**src/rtl/srcv_pkg.sv**
```systemverilog
package srcv_pkg;

	// =====================================================================
	// Register indices (byte address is four times the index)
	localparam logic [5:0] IDX_GEN_CTRL   = 6'h00;
	localparam logic [5:0] IDX_CAL_CLK    = 6'h01;
	localparam logic [5:0] IDX_AMP_DELAY  = 6'h04;
	localparam logic [5:0] IDX_FORCE_CTRL = 6'h08;
	localparam logic [5:0] IDX_DOUBLER    = 6'h09;
	localparam logic [5:0] IDX_REF_MULTIPLIER       = 6'h0A;
	localparam logic [5:0] IDX_POST_DIV   = 6'h0B;
	localparam logic [5:0] IDX_PRE_DIV    = 6'h0C;
	localparam logic [5:0] IDX_PUMP       = 6'h0E;
	localparam logic [5:0] IDX_FORCED_AMP = 6'h10;
	localparam logic [5:0] IDX_START_AMP  = 6'h11;
	localparam logic [5:0] IDX_FORCED_BND = 6'h13;
	localparam logic [5:0] IDX_CORE_SEL   = 6'h14;
	localparam logic [5:0] IDX_CAL_STATUS = 6'h15;

	// =====================================================================
	// Field positions
	localparam int CAL_TRIG_BIT   = 3;
	localparam int DOUBLER_BIT    = 12;
	localparam int AMP_FORCE_BIT  = 14;
	localparam int BAND_FORCE_BIT = 11;
	localparam int CORE_FORCE_BIT = 10;
	localparam int REF_MULTIPLIER_LSB       = 7;
	localparam int POST_DIV_LSB   = 4;
	localparam int PUMP_LSB       = 4;
	localparam int DELAY_LSB      = 8;
	localparam int CORE_LSB       = 11;

	// =====================================================================
	// Reset images, fixed bits included
	localparam logic [15:0] RST_GEN_CTRL   = 16'h2410;
	localparam logic [15:0] RST_CAL_CLK    = 16'h080B;
	localparam logic [15:0] RST_AMP_DELAY  = 16'h0A43;
	localparam logic [15:0] RST_FORCE_CTRL = 16'h2000;
	localparam logic [15:0] RST_DOUBLER    = 16'h0604;
	localparam logic [15:0] RST_REF_MULTIPLIER       = 16'h10D8;
	localparam logic [15:0] RST_POST_DIV   = 16'h0018;
	localparam logic [15:0] RST_PRE_DIV    = 16'h5001;
	localparam logic [15:0] RST_PUMP       = 16'h1E70;
	localparam logic [15:0] RST_FORCED_AMP = 16'h0080;
	localparam logic [15:0] RST_START_AMP  = 16'h00FA;
	localparam logic [15:0] RST_FORCED_BND = 16'h27B7;
	localparam logic [15:0] RST_CORE_SEL   = 16'hF848;

	// =====================================================================
	// Writable field masks; other bits hold fixed values
	localparam logic [15:0] WM_GEN_CTRL   = 16'h0008;
	localparam logic [15:0] WM_CAL_CLK    = 16'h0007;
	localparam logic [15:0] WM_AMP_DELAY  = 16'hFF00;
	localparam logic [15:0] WM_FORCE_CTRL = 16'h4800;
	localparam logic [15:0] WM_DOUBLER    = 16'h1000;
	localparam logic [15:0] WM_REF_MULTIPLIER       = 16'h0F80;
	localparam logic [15:0] WM_POST_DIV   = 16'h0FF0;
	localparam logic [15:0] WM_PRE_DIV    = 16'h0FFF;
	localparam logic [15:0] WM_PUMP       = 16'h0070;
	localparam logic [15:0] WM_AMP9       = 16'h01FF;
	localparam logic [15:0] WM_FORCED_BND = 16'h00FF;
	localparam logic [15:0] WM_CORE_SEL   = 16'h3C00;

	// =====================================================================
	// Calibration sequencer limits: band steps in divided calibration clock ticks, last core code
	localparam logic [7:0] BAND_STEPS = 8'h08;
	localparam logic [2:0] CORE_LAST  = 3'h7;

	// Calibration sequencer states
	typedef enum logic [4:0]
	{
		ST_IDLE  = 5'b00001,
		ST_CORE  = 5'b00010,
		ST_BAND  = 5'b00100,
		ST_AMP   = 5'b01000,
		ST_DONE  = 5'b10000
	} srcv_state_t;

endpackage : srcv_pkg

```
**src/rtl/srcv_cal_if.sv**
```systemverilog
`timescale 1ns/1ps
// Settings and handshake between the register bank and the sequencer
interface srcv_cal_if;
	logic        start;
	logic [2:0]  clk_div;
	logic [7:0]  amp_delay;
	logic        amp_force;
	logic        band_force;
	logic        core_force;
	logic [8:0]  forced_amp;
	logic [8:0]  start_amp;
	logic [7:0]  forced_band;
	logic [2:0]  core_sel;
	logic        busy;

	modport bank (output start, clk_div, amp_delay, amp_force, band_force,
		core_force, forced_amp, start_amp, forced_band, core_sel,
		input busy);
	modport seq (input start, clk_div, amp_delay, amp_force, band_force,
		core_force, forced_amp, start_amp, forced_band, core_sel,
		output busy);
endinterface : srcv_cal_if

```
**src/rtl/srcv_tick_div.sv**
```systemverilog
`timescale 1ns/1ps
// =====================================================================
// Calibration clock tick: one pulse every 1, 2, 4 or 8 clocks
module srcv_tick_div
(
	// Clock and reset
	input  wire logic       clk,
	input  wire logic       rstn,
	// Divider code and tick
	input  wire logic [2:0] div_code,
	output logic            tick
);
	logic [2:0] cnt_ff;
	logic [2:0] nxt_cnt;
	logic [2:0] lim;

	// Codes above 3 saturate at divide by 8
	always_comb
	begin
		lim = (div_code > 3'h3) ? 3'h7 : 3'((4'h1 << div_code) - 4'h1);
		nxt_cnt = (cnt_ff >= lim) ? 3'h0 : cnt_ff + 3'h1;
		tick = (cnt_ff >= lim);
	end

	// Free-running counter
	always_ff @(posedge clk or negedge rstn)
	begin
		if (!rstn)
			cnt_ff <= 3'h0;
		else
			cnt_ff <= nxt_cnt;
	end

	// divide by 8 at code 3 gives a tick each eighth clock
	a_tick_spacing: assert property (@(posedge clk) disable iff (!rstn)
		(div_code == 3'h3 && tick) ##1 (div_code == 3'h3)[*7] |=> tick)
		else $error("tick spacing wrong at divide by 8");
endmodule : srcv_tick_div

```
**src/rtl/srcv_regs.sv**
```systemverilog
// Added by the designer: the APB slave port.
`timescale 1ns/1ps
// Notes on behaviour
// doubler enable bit 12 of the doubler register, resets to 0.
// multiplier bits 11:7, codes 1, 3, 7 valid; others reserved; reset 1.
// post-divider bits 11:4 follow the multiplier, reset 1.
// pre-divider bits 11:0 precede the multiplier, reset 1.
// pump current code bits 6:4, codes 2 and 6 reserved, reset 7.
// software keeps amplitude delay at or above 10, its reset value.
// delay should exceed calibration clock frequency over 10 MHz.
// when calibration time matters, software uses delay of 25 or more.
// amplitude force bit 14 skips amplitude search, uses forced code.
// forced amplitude code bits 8:0, reset 128.
// starting amplitude code bits 8:0, reset 250.
// band force bit 11 skips band search, uses forced band.
// forced band bits 7:0, reset 183.
// core select bits 13:11, start or forced core, reset 7.
// core force bit 10 pins the chosen core; diagnostic, reset 0.
// calibration clock divider code 0..3 means 1, 2, 4, 8; reset 3.
// writing 1 to the trigger bit launches a calibration.
// software writes fixed bits with their layout values.
module srcv_regs
(
	// Clock and reset
	input  wire logic        clk,
	input  wire logic        rstn,
	// APB slave
	input  wire logic        psel,
	input  wire logic        penable,
	input  wire logic        pwrite,
	input  wire logic [7:0]  paddr,
	input  wire logic [31:0] pwdata,
	output logic [31:0]      prdata,
	output logic             pready,
	output logic             pslverr,
	// Analog settings
	output logic             ref_doubler_en,
	output logic [4:0]       ref_multiplier,
	output logic             ref_ref_multiplier_reserved,
	output logic [7:0]       ref_post_div,
	output logic [11:0]      ref_pre_div,
	output logic [2:0]       pump_current_code,
	output logic             pump_code_reserved,
	// Calibration results
	output logic [2:0]       vco_core,
	output logic [7:0]       vco_band,
	output logic [8:0]       vco_amp,
	output logic             cal_busy
);
	localparam int NREG = 13;

	// =====================================================================
	// Register storage
	logic [15:0] regs_ff [NREG];
	logic [15:0] nxt_regs [NREG];
	logic [31:0] prdata_ff;
	logic [31:0] nxt_prdata;
	logic        trig_ff;
	logic        nxt_trig;
	logic        wr_en;
	logic        rd_en;
	logic        hit;
	logic [4:0]  dec;
	logic [3:0]  sel;
	logic [8:0]  res_amp;
	logic [7:0]  res_band;
	logic [2:0]  res_core;

	srcv_cal_if cal ();

	// Per-slot constants, in slot order
	localparam logic [5:0] IDX [NREG] = '{
		srcv_pkg::IDX_GEN_CTRL, srcv_pkg::IDX_CAL_CLK,
		srcv_pkg::IDX_AMP_DELAY, srcv_pkg::IDX_FORCE_CTRL,
		srcv_pkg::IDX_DOUBLER, srcv_pkg::IDX_REF_MULTIPLIER,
		srcv_pkg::IDX_POST_DIV, srcv_pkg::IDX_PRE_DIV,
		srcv_pkg::IDX_PUMP, srcv_pkg::IDX_FORCED_AMP,
		srcv_pkg::IDX_START_AMP, srcv_pkg::IDX_FORCED_BND,
		srcv_pkg::IDX_CORE_SEL};
	localparam logic [15:0] RST [NREG] = '{
		srcv_pkg::RST_GEN_CTRL, srcv_pkg::RST_CAL_CLK,
		srcv_pkg::RST_AMP_DELAY, srcv_pkg::RST_FORCE_CTRL,
		srcv_pkg::RST_DOUBLER, srcv_pkg::RST_REF_MULTIPLIER,
		srcv_pkg::RST_POST_DIV, srcv_pkg::RST_PRE_DIV,
		srcv_pkg::RST_PUMP, srcv_pkg::RST_FORCED_AMP,
		srcv_pkg::RST_START_AMP, srcv_pkg::RST_FORCED_BND,
		srcv_pkg::RST_CORE_SEL};
	localparam logic [15:0] WM [NREG] = '{
		srcv_pkg::WM_GEN_CTRL, srcv_pkg::WM_CAL_CLK,
		srcv_pkg::WM_AMP_DELAY, srcv_pkg::WM_FORCE_CTRL,
		srcv_pkg::WM_DOUBLER, srcv_pkg::WM_REF_MULTIPLIER,
		srcv_pkg::WM_POST_DIV, srcv_pkg::WM_PRE_DIV,
		srcv_pkg::WM_PUMP, srcv_pkg::WM_AMP9,
		srcv_pkg::WM_AMP9, srcv_pkg::WM_FORCED_BND,
		srcv_pkg::WM_CORE_SEL};

	// Word-aligned index decode, used for reads and writes
	function automatic logic [4:0] decode(input logic [7:0] a);
		logic [4:0] r;
		r = 5'h1F;
		if (a[1:0] == 2'h0)
			for (int i = 0; i < NREG; i++)
				if (a[7:2] == IDX[i])
					r = 5'(i);
		return r;
	endfunction : decode

	// =====================================================================
	// APB decode; zero wait states
	always_comb
	begin
		dec = decode(paddr);
		sel = dec[3:0];
		hit = (dec != 5'h1F);
		wr_en = psel && penable && pwrite && hit;
		rd_en = psel && !penable && !pwrite;
		pready = 1'b1;
		pslverr = psel && penable && !hit
			&& (paddr[7:2] != srcv_pkg::IDX_CAL_STATUS || pwrite);
	end

	// Next register values; only documented fields are writable
	always_comb
	begin
		for (int i = 0; i < NREG; i++)
			nxt_regs[i] = regs_ff[i];
		nxt_trig = 1'b0;
		if (wr_en)
		begin
			nxt_regs[sel] = (regs_ff[sel] & ~WM[sel])
				| (pwdata[15:0] & WM[sel]);
			// Writing 1 to the trigger launches calibration
			nxt_trig = (sel == 4'h0) && pwdata[srcv_pkg::CAL_TRIG_BIT];
		end
	end

	// Read data captured in setup, stable through access
	always_comb
	begin
		nxt_prdata = prdata_ff;
		if (rd_en)
		begin
			if (paddr[7:2] == srcv_pkg::IDX_CAL_STATUS && paddr[1:0] == 2'h0)
				nxt_prdata = {7'h00, cal.busy, 1'b0, res_core,
					res_band, 3'h0, res_amp};
			else if (hit)
				nxt_prdata = {16'h0000, regs_ff[sel]};
			else
				nxt_prdata = 32'h0000_0000;
		end
	end

	// Storage with reset images
	always_ff @(posedge clk or negedge rstn)
	begin
		if (!rstn)
		begin
			for (int i = 0; i < NREG; i++)
				regs_ff[i] <= RST[i];
			trig_ff <= 1'b0;
			prdata_ff <= 32'h0000_0000;
		end
		else
		begin
			for (int i = 0; i < NREG; i++)
				regs_ff[i] <= nxt_regs[i];
			trig_ff <= nxt_trig;
			prdata_ff <= nxt_prdata;
		end
	end

	// =====================================================================
	// Analog settings straight from the flops
	always_comb
	begin
		ref_doubler_en = regs_ff[4][srcv_pkg::DOUBLER_BIT];
		ref_multiplier = regs_ff[5][srcv_pkg::REF_MULTIPLIER_LSB +: 5];
		// Reserved codes are flagged, not blocked; software must avoid them
		ref_ref_multiplier_reserved = !(ref_multiplier == 5'h01
			|| ref_multiplier == 5'h03 || ref_multiplier == 5'h07);
		ref_post_div = regs_ff[6][srcv_pkg::POST_DIV_LSB +: 8];
		ref_pre_div = regs_ff[7][11:0];
		pump_current_code = regs_ff[8][srcv_pkg::PUMP_LSB +: 3];
		pump_code_reserved = (pump_current_code == 3'h2)
			|| (pump_current_code == 3'h6);
		prdata = prdata_ff;
		vco_core = res_core;
		vco_band = res_band;
		vco_amp = res_amp;
		cal_busy = cal.busy;
	end

	// Settings handed to the calibration sequencer
	always_comb
	begin
		cal.start = trig_ff;
		cal.clk_div = regs_ff[1][2:0];
		cal.amp_delay = regs_ff[2][srcv_pkg::DELAY_LSB +: 8];
		cal.amp_force = regs_ff[3][srcv_pkg::AMP_FORCE_BIT];
		cal.band_force = regs_ff[3][srcv_pkg::BAND_FORCE_BIT];
		cal.core_force = regs_ff[12][srcv_pkg::CORE_FORCE_BIT];
		cal.forced_amp = regs_ff[9][8:0];
		cal.start_amp = regs_ff[10][8:0];
		cal.forced_band = regs_ff[11][7:0];
		cal.core_sel = regs_ff[12][srcv_pkg::CORE_LSB +: 3];
	end

	// =====================================================================
	// Calibration sequencer
	srcv_cal_seq u_seq
	(
		.clk      (clk),
		.rstn     (rstn),
		.cal      (cal.seq),
		.res_core (res_core),
		.res_band (res_band),
		.res_amp  (res_amp)
	);

	// =====================================================================
	// Checks
	a_doubler_write: assert property (@(posedge clk) disable iff (!rstn)
		wr_en && sel == 4'h4 |=> ref_doubler_en == $past(pwdata[12]))
		else $error("doubler enable not written");
	a_ref_multiplier_write: assert property (@(posedge clk) disable iff (!rstn)
		wr_en && sel == 4'h5 |=> ref_multiplier == $past(pwdata[11:7]))
		else $error("multiplier field not written");
	a_post_div_write: assert property (@(posedge clk)
		disable iff (!rstn)
		wr_en && sel == 4'h6 |=> ref_post_div == $past(pwdata[11:4]))
		else $error("post divider not written");
	a_pre_div_hold: assert property (@(posedge clk) disable iff (!rstn)
		!(wr_en && sel == 4'h7) |=> $stable(ref_pre_div))
		else $error("pre divider changed without write");
	a_pump_reserved: assert property (@(posedge clk)
		disable iff (!rstn)
		pump_current_code == 3'h6 |-> pump_code_reserved)
		else $error("reserved pump code not flagged");
	a_trigger_launch: assert property (@(posedge clk)
		disable iff (!rstn)
		wr_en && sel == 4'h0 && pwdata[3] && !cal.busy
		|=> ##1 cal.busy)
		else $error("trigger write did not start calibration");
endmodule : srcv_regs

```
**src/rtl/srcv_cal_seq.sv**
```systemverilog
`timescale 1ns/1ps
// =====================================================================
// Calibration sequencer: core, band, then amplitude settle
module srcv_cal_seq
(
	// Clock and reset
	input  wire logic  clk,
	input  wire logic  rstn,
	// Settings and status
	srcv_cal_if.seq    cal,
	// Results
	output logic [2:0] res_core,
	output logic [7:0] res_band,
	output logic [8:0] res_amp
);
	srcv_pkg::srcv_state_t st_ff;
	srcv_pkg::srcv_state_t nxt_st;
	logic [7:0] cnt_ff;
	logic [7:0] nxt_cnt;
	logic [2:0] core_ff;
	logic [2:0] nxt_core;
	logic [7:0] band_ff;
	logic [7:0] nxt_band;
	logic [8:0] amp_ff;
	logic [8:0] nxt_amp;
	logic       tick;

	// Divided clock pacing the whole sequence
	srcv_tick_div u_div
	(
		.clk      (clk),
		.rstn     (rstn),
		.div_code (cal.clk_div),
		.tick     (tick)
	);

	// Next state; a new trigger during a run restarts it
	always_comb
	begin
		nxt_st = st_ff;
		nxt_cnt = cnt_ff;
		nxt_core = core_ff;
		nxt_band = band_ff;
		nxt_amp = amp_ff;
		if (cal.start)
		begin
			nxt_st = srcv_pkg::ST_CORE;
			nxt_core = (cal.core_sel == 3'h0) ? 3'h1 : cal.core_sel;
			nxt_cnt = 8'h00;
		end
		else if (tick)
		begin
			case (st_ff)
				srcv_pkg::ST_IDLE:
					nxt_st = srcv_pkg::ST_IDLE;
				srcv_pkg::ST_CORE:
				begin
					// Forced core stays put; otherwise step up by one core, holding at 7
					if (!cal.core_force && core_ff != srcv_pkg::CORE_LAST)
						nxt_core = core_ff + 3'h1;
					nxt_st = srcv_pkg::ST_BAND;
					nxt_band = cal.band_force ? cal.forced_band : 8'h00;
				end
				srcv_pkg::ST_BAND:
				begin
					if (cal.band_force || cnt_ff == srcv_pkg::BAND_STEPS)
					begin
						nxt_st = srcv_pkg::ST_AMP;
						nxt_cnt = 8'h00;
						nxt_amp = cal.amp_force ? cal.forced_amp
							: cal.start_amp;
					end
					else
					begin
						nxt_cnt = cnt_ff + 8'h01;
						nxt_band = band_ff + 8'h10;
					end
				end
				srcv_pkg::ST_AMP:
				begin
					// Amplitude settles over the programmed delay
					if (cal.amp_force || cnt_ff >= cal.amp_delay)
						nxt_st = srcv_pkg::ST_DONE;
					else
						nxt_cnt = cnt_ff + 8'h01;
				end
				srcv_pkg::ST_DONE:
					nxt_st = srcv_pkg::ST_IDLE;
				default:
					nxt_st = srcv_pkg::ST_IDLE;
			endcase
		end
	end

	// State registers
	always_ff @(posedge clk or negedge rstn)
	begin
		if (!rstn)
		begin
			st_ff <= srcv_pkg::ST_IDLE;
			cnt_ff <= 8'h00;
			core_ff <= srcv_pkg::RST_CORE_SEL[13:11];
			band_ff <= srcv_pkg::RST_FORCED_BND[7:0];
			amp_ff <= srcv_pkg::RST_FORCED_AMP[8:0];
		end
		else
		begin
			st_ff <= nxt_st;
			cnt_ff <= nxt_cnt;
			core_ff <= nxt_core;
			band_ff <= nxt_band;
			amp_ff <= nxt_amp;
		end
	end

	// Results and busy
	always_comb
	begin
		res_core = core_ff;
		res_band = band_ff;
		res_amp = amp_ff;
		cal.busy = (st_ff != srcv_pkg::ST_IDLE);
	end

	a_forced_amp_used: assert property (@(posedge clk)
		disable iff (!rstn)
		st_ff == srcv_pkg::ST_BAND && nxt_st == srcv_pkg::ST_AMP
		&& cal.amp_force && !cal.start |=> res_amp == $past(cal.forced_amp))
		else $error("forced amplitude not applied");
	a_core_forced: assert property (@(posedge clk) disable iff (!rstn)
		st_ff == srcv_pkg::ST_CORE && cal.core_force && !cal.start
		|=> $stable(res_core))
		else $error("forced core moved");
endmodule : srcv_cal_seq

```
**config.mk**
```make
export PLATFORM = sky130hd
export DESIGN_NAME = srcv_regs
export DESIGN_NICKNAME = d
export VERILOG_FILES = /design/src/rtl/srcv_pkg.sv /design/src/rtl/srcv_cal_if.sv /design/src/rtl/srcv_tick_div.sv /design/src/rtl/srcv_regs.sv /design/src/rtl/srcv_cal_seq.sv
export SDC_FILE = /design/constraint.sdc
export NUM_CORES = 1
export LEC_CHECK = 0
export ABC_AREA = 1
export ABC_CLOCK_PERIOD_IN_PS = 2800
export BUFFER_PORTS_ARGS = -buffer_cell sky130_fd_sc_hd__buf_2
export CAP_MARGIN = 20
export CELL_PAD_IN_SITES_DETAIL_PLACEMENT = 1
export CELL_PAD_IN_SITES_GLOBAL_PLACEMENT = 1
export CORE_UTILIZATION = 44
export CTS_CLUSTER_DIAMETER = 60
export DETAILED_ROUTE_END_ITERATION = 8
export HOLD_SLACK_MARGIN = 0.15
export PLACE_DENSITY_LB_ADDON = 0.1
export SLEW_MARGIN = 20
export SYNTH_ARGS = -nofsm -noshare
export SYNTH_HDL_FRONTEND = slang
export SYNTH_SLANG_ARGS = --single-unit
```
**constraint.sdc**
```tcl
create_clock -name clk -period 2.8 [get_ports clk]
set_input_delay 0.42 -clock clk [delete_from_list [all_inputs] [get_ports clk]]
set_output_delay 0.42 -clock clk [all_outputs]
set_load 0.05 [all_outputs]
```
=== Yosys cells after proc, flatten, opt, wreduce, memory -nomap -nowiden ===
Memories as Yosys holds them, arrays and structs flattened.
Index checks and enable logic that the tools add are counted.

* Flip-flop bits (word level): 277
* Input bits: 45
* Logic and storage cells: 151
* Output and inout port bits: 86
* Bits in read-only memories: 256
* Memories kept: 1

* Multiplexer cells: 46
* Shift-type cells: 1
* Magnitude comparators: 5
* Bitwise logic cells: 6
* Equality and inequality tests: 30
* Add/subtract/negate cells: 5
* Reduce and logical (&&, ||, !) cells: 36

{| class="wikitable"
|+ Memory list
! memory !! depth !! width !! rd ports !! clocked after Yosys merged registers in !! wr ports !! RTL line !! text
|-
| (name not given) || 16 || 16 || 1 || 0 || 0 || srcv_regs.sv:131 || <nowiki>| (pwdata[15:0] & WM[sel]);</nowiki>
|}

{| class="wikitable"
|+ Operator list
! kind !! number
|-
| $bwmux 208 || 1
|-
| $mux 16 || 6
|-
| $mux 5 || 18
|-
| $bmux 16 s4 || 1
|-
| $demux 16 s4 || 1
|-
| $mux 8 || 6
|-
| $eq 6x4->1 const B || 6
|-
| $and 16x16->16 || 2
|-
| $pmux 8 s2 || 2
|-
| $eq 6x5->1 const B || 5
|-
| $mux 25 || 1
|-
| $mux 3 || 7
|-
| $not 16->16 || 1
|-
| $or 16x16->16 || 1
|-
| $pmux 5 s3 || 1
|-
| $logic_and 1x1->1 || 11
|-
| $eq 5x2->1 const B || 2
|-
| $eq 5x3->1 const B || 2
|-
| $mux 9 || 1
|-
| $reduce_and 3->1 || 3
|-
| $add 8x1->8 const B || 1
|-
| $add 8x5->8 const B || 1
|-
| $eq 8x4->1 const B || 1
|-
| $ge 8x8->1 || 1
|-
| 31 further kinds || 47
|}

=== Depth between registers and ports, before layout ===
Gate-level depths: netlist (run 1).

* Depth in word-level cells: 23
* Mapped depth: 20
* Gate-level depth less buffers: 18

=== Cells and area by module ===
Synthesis (run 1) repeated with hierarchy kept, for this count alone.

* Cell total of the unflattened synthesis: 2,115
* Area, all modules: 15,737.6 um^2

{| class="wikitable"
|+ Modules (own cells, without submodules)
! module !! area each (um^2) !! times used !! cells each !! seq. area each (um^2)
|-
| srcv_regs || 13,276.5 || 1 || 1,810 || 5,901.9
|-
| srcv_cal_seq || 2,207.1 || 1 || 271 || 839.6
|-
| srcv_tick_div || 254.0 || 1 || 34 || 75.1
|}

=== Least setup slack after synthesis (run 1) ===
Ideal clock, no wire load.

* Path type: input-to-output
* Start point: input paddr[5]
* End point: output pslverr
* Arrival: 2.582 ns
* Path slack: -0.202 ns
* Required time: 2.380 ns
* Cell stages on the path: 11
* Path buffers: 1
* Cell sequence: nand2_1 > inv_1 > nand3_1 > nand2_1 > nor2_4 > nand2_8 > nand2_4 > buf_2 > ha_1 > nand2_2 > nor3_1

* Word-level cells in the longest chain between the ends: 19
* Elaborated cells between the ends (all ways): 33
* Classes of those cells: eq/ne (14); mux (14); reduce/logical (5)

{| class="wikitable"
|+ RTL lines
! item !! RTL line !! text
|-
| from (decl) || srcv_regs.sv:31 || <nowiki>input wire logic [7:0] paddr,</nowiki>
|-
| $logic_not 6->1 || srcv_regs.sv:103 || <nowiki>if (a[7:2] == IDX[i])</nowiki>
|-
| $mux 5 (13 in series) || srcv_regs.sv:103 ||
|-
| $mux 5 || srcv_regs.sv:101 || <nowiki>if (a[1:0] == 2'h0)</nowiki>
|-
| $ne 5x5->1 || srcv_regs.sv:114 || <nowiki>hit = (dec != 5'h1F);</nowiki>
|-
| $logic_not 1->1 || srcv_regs.sv:118 || <nowiki>pslverr = psel && penable && !hit</nowiki>
|-
| $logic_and 1x1->1 || srcv_regs.sv:118 ||
|-
| $logic_and 1x1->1 (*) || srcv_regs.sv:119 || <nowiki>&& (paddr[7:2] != srcv_pkg::IDX_CAL_STATUS || pwrite);</nowiki>
|-
| to (decl) || srcv_regs.sv:35 || <nowiki>output logic pslverr,</nowiki>
|}

Every way passes the cells marked *; elsewhere a longest branch is shown, timed or not.

=== Worst setup path in the final report (run 1) ===
* Start point: register regs_ff (netlist bit cal.clk_div[1])
* End point: register u_seq.cnt_ff[3]

* Word-level cells in the longest chain between the ends: 6
* Elaborated cells between the ends (all ways): 7
* Classes of those cells: add/sub (1); order compare (2); shift (1); mux (1); reduce/logical (2)

{| class="wikitable"
|+ RTL lines
! item !! RTL line !! text
|-
| from (decl) || srcv_regs.sv:54 || <nowiki>logic [15:0] regs_ff [NREG];</nowiki>
|-
| from (signal, indexed assignment) || srcv_regs.sv:159 || <nowiki>regs_ff[i] <= RST[i];</nowiki>
|-
| from (signal, indexed assignment) || srcv_regs.sv:166 || <nowiki>regs_ff[i] <= nxt_regs[i];</nowiki>
|-
| $shl 1x3->3 || srcv_tick_div.sv:20 || <nowiki>lim = (div_code > 3'h3) ? 3'h7 : 3'((4'h1 << div_code) - 4'h1);</nowiki>
|-
| $sub 3x1->3 || srcv_tick_div.sv:20 ||
|-
| $mux 3 (*) || srcv_tick_div.sv:20 ||
|-
| $ge 3x3->1 (*) || srcv_tick_div.sv:22 || <nowiki>tick = (cnt_ff >= lim);</nowiki>
|-
| $reduce_bool 2->1 (no source line) (*) || n/a ||
|-
| $reduce_and 3->1 (no source line) (*) || n/a ||
|-
| to (signal assigned) || srcv_cal_seq.sv:109 || <nowiki>cnt_ff <= nxt_cnt;</nowiki>
|-
| to (decl) || srcv_cal_seq.sv:18 || <nowiki>logic [7:0] cnt_ff;</nowiki>
|}

Marks and branches as above.
A chain may end at the register's enable or synchronous reset.

==> results of run 1 <==
[sequential cells by signal, summed over array words and instances (netlist names), 9 cells and up]
signal	flops
cal.forced_amp	9
cal.start_amp	9
prdata	24
ref_pre_div	12
regs_ff	136
u_seq.res_amp	9
[cell usage in the layout (no fill, tap or decap), types with 4 or more instances in the layout]
master	synthesis	routed
sky130_fd_sc_hd__inv_1	162	161
sky130_fd_sc_hd__o21ai_2	14	14
sky130_fd_sc_hd__conb_1	2	9
sky130_fd_sc_hd__nor3_1	13	11
sky130_fd_sc_hd__nor2_1	44	42
sky130_fd_sc_hd__clkbuf_16	0	37
sky130_fd_sc_hd__buf_2	53	104
sky130_fd_sc_hd__dfrtp_1	201	201
sky130_fd_sc_hd__clkbuf_1	25	9
sky130_fd_sc_hd__buf_4	58	151
sky130_fd_sc_hd__nor3_2	5	6
sky130_fd_sc_hd__nand3_1	408	407
sky130_fd_sc_hd__nand3b_1	23	23
sky130_fd_sc_hd__nand2_2	9	10
sky130_fd_sc_hd__inv_2	19	20
sky130_fd_sc_hd__clkinv_2	1	6
sky130_fd_sc_hd__nand3_2	3	4
sky130_fd_sc_hd__nor2_2	12	12
sky130_fd_sc_hd__nor2_4	2	4
sky130_fd_sc_hd__ha_1	24	24
sky130_fd_sc_hd__a21oi_1	10	9
sky130_fd_sc_hd__o21ai_0	58	57
sky130_fd_sc_hd__clkbuf_8	0	7
sky130_fd_sc_hd__dfstp_2	68	68
sky130_fd_sc_hd__or2_1	9	9
sky130_fd_sc_hd__o31ai_1	13	13
sky130_fd_sc_hd__nand2_1	786	785
sky130_fd_sc_hd__o21ai_1	6	7
sky130_fd_sc_hd__buf_12	0	45
sky130_fd_sc_hd__or2_2	7	7
sky130_fd_sc_hd__o22ai_1	4	4
[cells by family (layout without fill, tap and decap cells)]
| kind of cell | after synthesis | count (layout) | share of synthesized area (%) |
|---|---|---|---|
| xor+xnor | 2 | 2 | 0.114 |
| flops | 269 | 269 | 44.5 |
| other cells | 2 | 9 | 0.0490 |
| compound gates | 122 | 122 | 4.92 |
| buf+inv | 336 | 551 | 10.5 |
| fa+ha+maj | 24 | 24 | 1.96 |
| simple gates | 1329 | 1329 | 37.9 |
[metal layers]
layer  part of all wire, %  GRT usage (%)  up-vias
met5                     0              0        -
met4                   3.3           12.2        0
met3                   8.0           7.19      132
met2                    47           54.9      559
met1                    42           44.0     7697
li1                      -              -     7008
[worst reg2reg max path, cell delays in order (launching register included)]
cell                      delay [ps]
sky130_fd_sc_hd__dfstp_2         550
sky130_fd_sc_hd__inv_1            80
sky130_fd_sc_hd__nand3_1          90
sky130_fd_sc_hd__ha_1            230
sky130_fd_sc_hd__inv_1           110
sky130_fd_sc_hd__nor2_4           60
sky130_fd_sc_hd__ha_1            270
sky130_fd_sc_hd__a21oi_1         160
sky130_fd_sc_hd__inv_1            70
sky130_fd_sc_hd__a21oi_2         160
sky130_fd_sc_hd__buf_6           150
sky130_fd_sc_hd__nand2_1          90
sky130_fd_sc_hd__nand3_2         110
sky130_fd_sc_hd__inv_1            70
sky130_fd_sc_hd__nand2_2         130
sky130_fd_sc_hd__o21ai_0         110
sky130_fd_sc_hd__a21oi_1         140
[power by group]
group	switching (mW)	internal, mW	total [mW]
Combinational	0.556	0.238	0.794
Clock	1.83	2.80	4.62
Sequential	0.0143	3.92	3.93
Total	2.40	6.95	9.35
[worst paths after layout]
path | startpoint | to | depth (start not counted)
max reg2reg | cal.clk_div[1] | u_seq.cnt_ff[3] | 16
max | cal.clk_div[1] | u_seq.cnt_ff[3] | 16
max in group asynchronous | rstn | cal.core_sel[2] | 3
min reg2reg | cal.forced_band[2] | cal.forced_band[2] | 2
min in group asynchronous | rstn | u_seq.u_div.cnt_ff[2] | 2
min | pwdata[13] | cal.core_sel[2] | 3
[what timing repair did]
item	4_1_cts	5_1_grt
gates resized for setup	2	10
hold endpoints to repair	37	0
pin swaps	0	1
setup endpoints to repair	4	24
hold buffers	1	0
[final cells by class]
cell class / instances / area (µm²) / area share [%]
multi-input cells: 1486 / 6970 / 37.1
flip-flops and latches: 269 / 6820 / 36.3
repair buffers: 303 / 2590 / 13.8
clock buffers: 53 / 1060 / 5.62
inverters: 185 / 696 / 3.70
well taps: 448 / 561 / 2.98
clock inverters: 10 / 110 / 0.586
==> out/results.txt, run 1 <==
The flow ran to the end, and the final reports show no timing, DRC or antenna violations. The number of failing hold endpoints at the final stage was 0; the worst-skew pair later-pin latency was 530 ps. After synthesis the netlist holds a flip-flop and latch count of 269.

The logs give 0 for the total inserted antenna cells and 33.7% for the all-layer global routing usage. For this run the aggregate overflow at the end of global routing stands at 0. The vertical die dimension was 189 µm. For this run, the leading register cell type out of synthesis is sky130_fd_sc_hd__dfrtp_1. The maximum number of pins on one net before global-route repair was 66. Along the worst path, the maximum fanout reaches 6.

After detailed routing, the number of vias per cell comes to 5.59. The distinct cell type count of the synthesized netlist was 47. The tools report the initial core utilization as 45.2%. Setup slack on the worst reg-to-reg path comes out at 160 ps.

The Yosys step of the flow raised 0 warnings. After synthesis, flip-flops and latches occupy 44.5% of the total area. The number of antenna violations at the first check in global routing was 1. In the final timing run, aggregate negative setup slack is 0 ps. The tools report the first-pass detailed-route iteration total as 5. IR analysis of the VDD net gives a maximum drop of 0.000448 V.

Measured along the x axis, the die boundary spans 189 µm. The leakage power total was 9.92 nW. OpenSTA, run right after detailed placement, puts the worst setup slack at -229 ps. The worst clock skew on the final layout was 23.5 ps; the average wire length per cell after detail routing was 21.3 µm.

Total power: 9.35 mW. The share of flip-flops with an asynchronous set or reset after synthesis works out to 100%. The launching element type of the critical path is a register. Pin placement for this block handled 131 I/O pins. For the total of max-cap violations, the log shows 0. After routing the design area is 0.0188 mm². The post-CTS setup buffer count was 0; the number of global-route vias before repair was 16100. For the first-iteration detailed-routing DRC count, the log shows 1037. The number of buffers and inverters on the critical path is 5. Traced cell by cell, the critical path runs through inv_1 -> nand3_1 -> ha_1 -> inv_1 -> nor2_4 -> ha_1 -> a21oi_1 -> inv_1 -> a21oi_2 -> buf_6 -> nand2_1 -> nand3_2 -> inv_1 -> nand2_2 -> o21ai_0 -> a21oi_1. The largest area contributor in the synthesized netlist is sky130_fd_sc_hd__dfrtp_1.

Dividing the final minimum period by the clock period gives 94.4%. For this design, the sink count on the clock tree is 269. Power spread over the standard cell area amounts to 497 mW/mm².

In this run the deepest clock path goes through 3 buffers. The largest incremental delay on the critical path is 550 ps, and the area inside the core boundary is 0.0339 mm². The wire length of the first global-routing pass came out at 92300 µm.

The slowest stage of the critical path is the sky130_fd_sc_hd__dfstp_2 cell. The kind of cell with the highest combined delay along the critical path is compound AO/OA/AOI/OAI gates. In the synthesized netlist, the cells that appear most often are sky130_fd_sc_hd__nand2_1, sky130_fd_sc_hd__nand3_1, sky130_fd_sc_hd__dfrtp_1. The clock period could shrink to 2640 ps. Fill cells in the final layout number 4245. The post-DP HPWL is 41300 µm, and the number of instances in the synthesized netlist is 2084. After synthesis, the cell types taking the most area are sky130_fd_sc_hd__dfrtp_1, sky130_fd_sc_hd__nand2_1, sky130_fd_sc_hd__nand3_1, sky130_fd_sc_hd__dfstp_2, sky130_fd_sc_hd__inv_1. The floorplan has 67 rows.

The minimum setup slack in the final design is 157 ps, and the count of flip-flops with a built-in enable after synthesis is 0. The count of nets left with antenna violations after detail routing came out at 0. At the worst endpoint, the required time is 3240 ps.

The relative area change from synthesis to final layout works out to 22.7%. STA puts the critical path data arrival time at 3090 ps. The run gives 2350 as the number of nets in the layout. The tightest hold path in the finished design has a slack of 173 ps.

The tools report the post-synthesis instance area as 0.0153 mm². Setup repair after global routing could not meet its margin everywhere. The worst setup path is captured at a register.

Of the cells placed in the final design, the portion with a size suffix greater than 1 is 22.2%. Setup violations remaining at the end of the flow were counted as 0. The dominant cell by count in the synthesized netlist was sky130_fd_sc_hd__nand2_1. Summing over every cut layer, the via total after detailed routing is 15400.

The min-delay analysis places its worst path in the category in -> reg. The tools report the count of H-tree levels built during CTS as 2. The average size of a mapped cell is 7.35 µm². The run gives 36 as the clock buffer count from CTS.

Routability-driven placement finished with a final weighted congestion of 0.918. The startpoint-to-endpoint class of the critical path is reg -> reg. The worst pin sits at a relative slew slack of 47.1%. TritonCTS built the clock tree. Excluding fillers, the count of instances in the completed layout stands at 2754. Clock-pin slew was measured on the worst setup and hold paths at 60 ps. Counting tap cells, the placed design contains a total of 2690 instances.

The tools report the number of max-slew violations in the final report as 0. Port buffering added 105 buffers. The cell area after placement is 0.0176 mm², and the detailed-route DRC error count is 0.

Among the stages of the critical path, the cell type that occurs most often is sky130_fd_sc_hd__inv_1. The routed wire length is 58700 µm, and the actual transition at the worst max-transition pin is 793 ps. The master cell of the clock root buffer is sky130_fd_sc_hd__clkbuf_16. The maximum clock frequency is 378 MHz, and the overall die area is 0.0356 mm². Cells fill 55.5% of the core in the end. The top cell type by area accounts for 32.8% of the synthesized area.
(Power assumes the default switching activity.)
==> inputs of run 2 (changes only) <==
--- a/config.mk
+++ b/config.mk
@@ -16,6 +16,7 @@
 export DETAILED_ROUTE_END_ITERATION = 8
 export HOLD_SLACK_MARGIN = 0.15
 export PLACE_DENSITY_LB_ADDON = 0.1
+export SETUP_SLACK_MARGIN = 0.5
 export SLEW_MARGIN = 20
 export SYNTH_ARGS = -nofsm -noshare
 export SYNTH_HDL_FRONTEND = slang
==> run 2 against run 1 <==
Effect of this change:
- clock power is 4.8% lower
- power is 1.0% lower
- sequential cell count stayed put
- clock skew is 6.4 ps lower
- sequential share of layout area is 2.3 points lower
- critical path depth is 3 lower
- register-to-register slack better by 20 ps
- combinational power is 16% higher
- largest cell class unchanged
==> out/results.txt, run 2 (synthesized netlist as in run 1, its figures left out) <==
Critical path capture point type: a register. The relative area change from synthesis to final layout works out to 30.9%. The number of buffer and inverter instances along the worst setup path works out to 4 (-1). The final count of negative-setup-slack endpoints was 0 (unchanged); the total power was 9.25 mW (-1.0%). The count of H-tree levels built during CTS is 2 (unchanged).

The first-pass detailed-route iteration total was 5 (unchanged). The tightest min-delay check is of the in -> reg type. The largest incremental delay on the critical path came out at 590 ps (+40 ps). The run gives 0.00768 mm² (+10%) as the multi-input combinational cell area.

The number of flip-flops under the largest register name was 136 (unchanged). Setup repair after global routing could not meet its margin everywhere. Startpoint-to-endpoint class of the critical path: reg -> reg. The all-layer global routing usage is 35.4% (+1.7 points).

For the leakage power total, the log shows 10.3 nW (+4.1%). For the count of filler cells inserted in the layout, the log shows 4171 (-1.7%). The worst-skew pair later-pin latency came out at 530 ps (about the same). For the wire length of the first global-routing pass, the log shows 96300 µm (+4.3%). The run gives 59.2% (+3.7 points) as the post-layout utilization of the core. The post-detailed-route via-to-cell ratio is 5.76 (+3.1%). The fraction of layout instances using a drive strength above 1 was 28.1% (+5.9 points). The most common cell after layout, fill and taps aside is sky130_fd_sc_hd__nand2_1. The worst endpoint required time is 3220 ps (-20 ps). The vertical die dimension was 189 µm (unchanged); the overall die area was 0.0356 mm² (unchanged).

The number of antenna violations at the first check in global routing came out at 0 (-1). The most prevalent standard cell on the critical path is sky130_fd_sc_hd__buf_4. Remaining global-route overflow: 0 (unchanged). The initial core utilization was 45.2% (unchanged).

Category of cells accounting for the largest share of critical-path delay: buffers and inverters. The detailed-route DRC error count is 0 (unchanged). The library cells used most frequently in the layout, excluding fill and tap cells, are sky130_fd_sc_hd__nand2_1, sky130_fd_sc_hd__nand3_1, sky130_fd_sc_hd__dfrtp_1. The logs give 42800 µm (+3.5%) for the post-DP HPWL and 131 (unchanged) for the number of top-level pins. TritonCTS built the clock tree. Number of global-route vias before repair: 16300 (+1.4%).

The clock sink count is 269 (unchanged). The register with the most flip-flops in the final layout is regs_ff. The start point of the critical path was cal.clk_div[0]. Area inside the core boundary: 0.0339 mm² (unchanged). The clock transition at the registers of the reported paths was 60 ps (about the same); the worst-case headroom to the max-slew limit was 45.2% (-2.0 points).

The logs give 0.914 (-0.40%) for the weighted congestion at the end of routability-driven global placement and 2796 (+1.5%) for the final cell count without fillers. The run gives 65000 µm (+11%) as the routed wire length. The actual transition at the worst max-transition pin was 823 ps (+29.9 ps). The tools report the origin of the worst min-delay path as pwdata[13].

The maximum fanout along the worst path was 9 (+3). The worst hold slack was 223 ps (+49.5 ps). The run gives 2687 (-0.11%) as the number of instances in the placed design. Width of the chip: 189 µm (unchanged).

The tools report the count of nets left with antenna violations after detail routing as 0 (unchanged). The largest individual stage delay along the critical path comes from the cell sky130_fd_sc_hd__dfstp_2. The number of failing hold endpoints at the final stage is 0 (unchanged). Signal arrival time at the worst endpoint: 3040 ps (-50 ps). The count of vias placed by the detailed router is 16100 (+4.7%). The run finished with clean final reports. Floorplan row count: 67 (unchanged). The worst clock skew on the final layout came out at 17.1 ps (-6.42 ps). The number of max-slew violations in the final report is 0 (unchanged).

Total inserted antenna cells: 0 (unchanged). The worst setup path is launched from a register. The run gives 0 (unchanged) as the total of max-cap violations. The number of port buffers is 105 (unchanged), and the power density over the cells is 461 mW/mm² (-7.2%). Maximum root-to-sink buffer count: 3 (unchanged). The run gives 35 (-2.8%) as the clock buffer count from CTS. The final clock period utilization by the worst path was 93.5% (-0.86 points). The sequential standard cell area was 0.00682 mm² (unchanged); the sum of negative setup slack was 0 ps (unchanged). Maximum number of pins on one net before global-route repair: 87 (+32%).

Traced cell by cell, the critical path runs through nand3_2 -> ha_4 -> a21boi_4 -> nor3_2 -> buf_4 -> ha_4 -> a21oi_4 -> buf_4 -> clkinvlp_4 -> nand3_2 -> buf_4 -> nand2_1 -> o31ai_1. The maximum clock frequency was 382 MHz (+0.92%). The startpoint of the most critical register-to-register path was cal.clk_div[0]. For the number of nets in the layout, the log shows 2391 (+1.7%). The first-iteration detailed-routing DRC count is 1338 (+29%), and the minimum clock period is 2620 ps (-24.1 ps). The average wire length per cell after detail routing was 23.2 µm (+9.0%).

CTS placed an instance of sky130_fd_sc_hd__clkbuf_16 at the clock tree root. For the worst vdd rail ir drop, the log shows 0.000463 V (+3.4%).
-- run 2: power by group --
| group | internal, mW | total, mW | switching, mW |
|---|---|---|---|
| clock network | 2.61 | 4.40 | 1.79 |
| logic | 0.302 | 0.925 | 0.624 |
| registers | 3.92 | 3.93 | 0.0153 |
| total | 6.83 | 9.25 | 2.42 |
-- run 2: cell type report --
cell class	count	share of cell area [%]
multi-input cells	1488	38.3
flip-flops and latches	269	34.0
clock inverters	10	0.499
well taps	448	2.79
clock buffers	53	5.06
inverters	185	3.69
repair buffers	343	15.7
-- run 2: metrics by stage --
stage	setup slack, ps	instance area, µm²
6_report	181	20100
5_1_grt	89.3	20100
3_5_place_dp	-254	17800
4_1_cts	220	19500
2_1_floorplan	463	15800
3_3_place_gp	-127	17800
-- run 2: timing repair --
action	CTS	global route
hold buffers	1	0
endpoints found under the setup margin	151	247
resized for setup	116	63
cloned	2	4
endpoints found under the hold margin	62	0
setup buffers	14	25
pin swaps	22	31
-- run 2: worst paths after layout --
| kind | endpoint | slack [ps] | cells after the start |
|---|---|---|---|
| hold reg to reg | cal.forced_band[2] | 470 | 2 |
| setup / recovery | u_seq.res_band[3] | 180 | 13 |
| setup reg to reg | u_seq.res_band[3] | 180 | 13 |
| hold / removal | cal.core_sel[2] | 220 | 3 |
| min in group asynchronous | u_seq.u_div.cnt_ff[0] | 520 | 2 |
| max in group asynchronous | regs_ff[124] | 1370 | 3 |
-- run 2: metal layers --
| layer | share of wire (%) | GRT usage (%) | vias to the layer above |
|---|---|---|---|
| met5 | 0 | 0 | - |
| met4 | 4.1 | 13.1 | 0 |
| met1 | 42 | 49.0 | 8122 |
| li1 | - | - | 7112 |
| met3 | 6.7 | 4.67 | 153 |
| met2 | 47 | 56.6 | 731 |
-- run 2: worst register-to-register path, delay by kind of cell, from the launching register on --
family                   cells  cell delay, ps
flip-flops                   1             590
buffers and inverters        4             690
AO/OA/AOI/OAI                3             350
adder cells (fa/ha/maj)      2             390
AND/OR/NAND/NOR              4             480
==> inputs of run 3 (changes only) <==
--- a/config.mk
+++ b/config.mk
@@ -6,12 +6,12 @@
 export NUM_CORES = 1
 export LEC_CHECK = 0
 export ABC_AREA = 1
-export ABC_CLOCK_PERIOD_IN_PS = 2800
+export ABC_CLOCK_PERIOD_IN_PS = 3100
 export BUFFER_PORTS_ARGS = -buffer_cell sky130_fd_sc_hd__buf_2
 export CAP_MARGIN = 20
 export CELL_PAD_IN_SITES_DETAIL_PLACEMENT = 1
 export CELL_PAD_IN_SITES_GLOBAL_PLACEMENT = 1
-export CORE_UTILIZATION = 44
+export CORE_UTILIZATION = 46
 export CTS_CLUSTER_DIAMETER = 60
 export DETAILED_ROUTE_END_ITERATION = 8
 export HOLD_SLACK_MARGIN = 0.15
==> constraint.sdc (replaced) <==
create_clock -name clk -period 3.1 [get_ports clk]
set_input_delay 0.465 -clock clk [delete_from_list [all_inputs] [get_ports clk]]
set_output_delay 0.465 -clock clk [all_outputs]
set_load 0.05 [all_outputs]
==> run 3 against run 2 <==
Effect of this change:
- worst setup slack better by 260 ps
- final area is 8.5% lower
- combinational power decreased by 25%
- core utilization fell by 3.0 points
- via count shrank 5.8%
- register-to-register slack improved by 260 ps
- hold slack gained 12 ps
- first-iteration DRC count is 0.97% lower
- sequential power is 9.7% lower
- maximum frequency shrank 1.4%
- critical endpoint is now u_seq.cnt_ff[6]
==> out/results.txt, run 3 (synthesized netlist as in run 1, its figures left out) <==
The flow ran to the end, and the final reports show no timing, DRC or antenna violations. The worst-case register-to-register setup slack came out at 440 ps (+260 ps). Net switching share of the total power: 26.4% (+0.20 points). Setup repair after global routing could not meet its margin everywhere.

The most critical setup path has its startpoint at cal.clk_div[0]. The maximum fanout along the worst path works out to 6 (-3). The run gives 35.0% (-0.36 points) as the all-layer global routing usage. For the post-DP HPWL, the log shows 39700 µm (-7.2%). Worst clock skew on the final layout: 22.2 ps (+5.07 ps). The leakage power total was 9.55 nW (-7.5%); the maximum number of pins on one net before global-route repair was 74 (-15%). On the critical path, the stage with the largest delay is an instance of sky130_fd_sc_hd__dfstp_2. The remaining global-route overflow was 0 (unchanged); the minimum clock period was 2660 ps (+36.8 ps). The largest register by flop count is regs_ff. The tree is rooted in a sky130_fd_sc_hd__clkbuf_16.

The tools report the startpoint of the most critical register-to-register path as cal.clk_div[0]. For the overall die area, the log shows 0.0340 mm² (-4.3%). The number of port buffers works out to 105 (unchanged).

The tools report the detailed-route DRC error count as 0 (unchanged). The clock buffer count from CTS came out at 36 (+2.9%). The library cell used most frequently in the layout, excluding fill and tap cells, is sky130_fd_sc_hd__nand2_1. The critical path goes through nand3_2 -> ha_4 -> inv_2 -> nor2_4 -> ha_4 -> a21oi_2 -> inv_1 -> a21oi_2 -> buf_6 -> nand2_4 -> nand3_4 -> buf_6 -> nor3_4 -> nand3_1 -> nand2_1 -> a21oi_2. The power density over the cells came out at 452 mW/mm² (-2.0%). For the total of max-cap violations, the log shows 0 (unchanged). The number of buffer and inverter instances along the worst setup path works out to 4 (unchanged). The worst vdd rail ir drop was 0.000344 V (-26%). For the worst endpoint required time, the log shows 3540 ps (+320 ps). The part of the power in registers is 42.8% (+0.3 points). The signal arrival time at the worst endpoint was 3100 ps (+60 ps); the width of the chip was 184 µm (-2.2%). The length in cells of the worst reg-to-reg path came out at 16 (+3). The fraction of layout instances using a drive strength above 1 was 21.5% (-6.6 points). The logs give 0.00728 mm² (-5.2%) for the multi-input combinational cell area and 66 (-1.5%) for the floorplan row count. The clock power share came out at 48.9% (+1.4 points). The initial core utilization is 47.0% (+1.7 points), and the worst-skew pair later-pin latency is 530 ps (about the same). In this run the worst hold path is classified as in -> reg.

TritonCTS built the clock tree. The tools report the count of nets left with antenna violations after detail routing as 0 (unchanged). The maximum root-to-sink buffer count was 3 (unchanged).

The final clock period utilization by the worst path was 85.7% (-7.9 points). The logs give 15600 (-4.5%) for the number of global-route vias before repair and 0 (unchanged) for the number of max-slew violations in the final report. The logs give 5 (unchanged) for the first-pass detailed-route iteration total and 0.00682 mm² (about the same) for the sequential standard cell area.

STA classifies the critical path startpoint as a register. The tools report the total inserted antenna cells as 0 (unchanged). Most prevalent standard cell on the critical path: sky130_fd_sc_hd__a21oi_2.

The first-iteration detailed-routing DRC count was 1325 (-0.97%). The number of failing hold endpoints at the final stage is 0 (unchanged). The number of top-level pins came out at 131 (unchanged). The largest incremental delay on the critical path was 610 ps (+20 ps); the post-layout utilization of the core was 56.3% (-3.0 points).

The post-detailed-route via-to-cell ratio came out at 5.69 (-1.2%). The setup path with the least slack is of type reg -> reg. The actual transition at the worst max-transition pin works out to 974 ps (+152 ps).

Broken down by cell family, the worst path's largest delay share belongs to simple AND/OR/NAND/NOR gates. The sum of negative setup slack was 0 ps (unchanged). The vertical die dimension is 184 µm (-2.2%), and the worst-case headroom to the max-slew limit is 34.5% (-11 points). For the final count of negative-setup-slack endpoints, the log shows 0 (unchanged).

Clock transition at the registers of the reported paths: 60 ps (about the same). The area inside the core boundary came out at 0.0326 mm² (-3.7%). The average wire length per cell after detail routing is 22.1 µm (-5.0%).

The tools report the weighted congestion at the end of routability-driven global placement as 0.908 (-0.63%). The tools report the maximum clock frequency as 377 MHz (-1.4%). The tools report the worst flop-to-flop path endpoint as u_seq.cnt_ff[6]. For the number of nets in the layout, the log shows 2266 (-5.2%).

The cell count along the critical path is 16 (+3). The critical path ends at u_seq.cnt_ff[6]. Count of filler cells inserted in the layout: 4143 (-0.67%).

The worst setup path is captured at a register. The logs give 58900 µm (-9.3%) for the routed wire length and 1 (+1) for the number of antenna violations at the first check in global routing. For the net load switching power, the log shows 2.19 mW (-9.7%). In the layout the commonest cells are sky130_fd_sc_hd__nand2_1, sky130_fd_sc_hd__nand3_1, sky130_fd_sc_hd__dfrtp_1. The clock sink count is 269 (unchanged). The count of vias placed by the detailed router is 15200 (-5.8%). The run gives 8.3% (-1.7 points) as the combinational power share. The area growth from synthesis to layout is 19.8%. The cell internal power dissipation is 6.11 mW (-11%), and the wire length of the first global-routing pass is 90800 µm (-5.7%).

Number of flip-flops under the largest register name: 136 (unchanged). For the count of H-tree levels built during CTS, the log shows 2 (unchanged).
## run 3: layer usage
metal	part of all wire, %	global-route usage, %
met5	0.032	0
met1	43	47.5
met3	7.0	5.55
met4	3.2	13.1
met2	47	56.3
## run 3: power groups by stage
stage / clock network, mW / logic, mW / registers, mW
after floorplan: 0 / 0.295 / 3.67
after global placement: 0 / 0.648 / 3.61
after detailed placement: 0 / 0.658 / 3.61
after CTS: 4.07 / 0.667 / 3.55
after global routing: 4.22 / 0.733 / 3.55
final: 4.05 / 0.692 / 3.55
## run 3: per-stage QoR
step                      worst slack [ps]  hold WS (ps)  power [mW]  cell area (µm²)  std cells
final                                  444           234        8.30            18400       2667
after global routing                   360           247        8.50            18400       2667
after CTS                              471           218        8.29            17900       2661
after detailed placement             -76.0           458        4.27            16700       2591
after global placement                78.5           445        4.26            16700       2591
after floorplan                        502           169        3.96            15400       2091
## run 3: cell type report
class                   count  area share (%)
multi-input cells        1486            39.7
well taps                 442            3.01
inverters                 185            3.85
flip-flops and latches    269            37.2
clock inverters            12           0.457
clock buffers              54            5.77
repair buffers            219            10.1
## run 3: how the worst min path moves through the flow
stage / depth (start not counted) / from / endpoint / slack, ps
final: 3 / pwdata[13] / cal.core_sel[2] / 230
after global routing: 3 / pwdata[13] / cal.core_sel[2] / 250
after CTS: 3 / pwdata[13] / cal.core_sel[2] / 220
after detailed placement: 2 / regs_ff[99] / regs_ff[99] / 460
after global placement: 1 / u_seq.u_div.cnt_ff[0] / u_seq.u_div.cnt_ff[0] / 440
after floorplan: 0 / rstn / cal.amp_delay[0] / 170
## run 3: repair_timing
action / 4_1_cts / 5_1_grt
setup endpoints to repair: 31 / 192
pin swaps: 2 / 12
hold buffers: 1 / 0
gates resized for setup: 15 / 102
cloned: 1 / 0
buffers inserted: 2 / 6
hold endpoints to repair: 51 / 0
## run 3: worst reg2reg max path, cell delays in order (launching register included)
cell and delay, ps:
sky130_fd_sc_hd__dfstp_2 610, sky130_fd_sc_hd__nand3_2 110, sky130_fd_sc_hd__ha_4 280, sky130_fd_sc_hd__inv_2 40, sky130_fd_sc_hd__nor2_4 160, sky130_fd_sc_hd__ha_4 230
sky130_fd_sc_hd__a21oi_2 120, sky130_fd_sc_hd__inv_1 70, sky130_fd_sc_hd__a21oi_2 180, sky130_fd_sc_hd__buf_6 180, sky130_fd_sc_hd__nand2_4 90, sky130_fd_sc_hd__nand3_4 90
sky130_fd_sc_hd__buf_6 140, sky130_fd_sc_hd__nor3_4 50, sky130_fd_sc_hd__nand3_1 70, sky130_fd_sc_hd__nand2_1 60, sky130_fd_sc_hd__a21oi_2 120
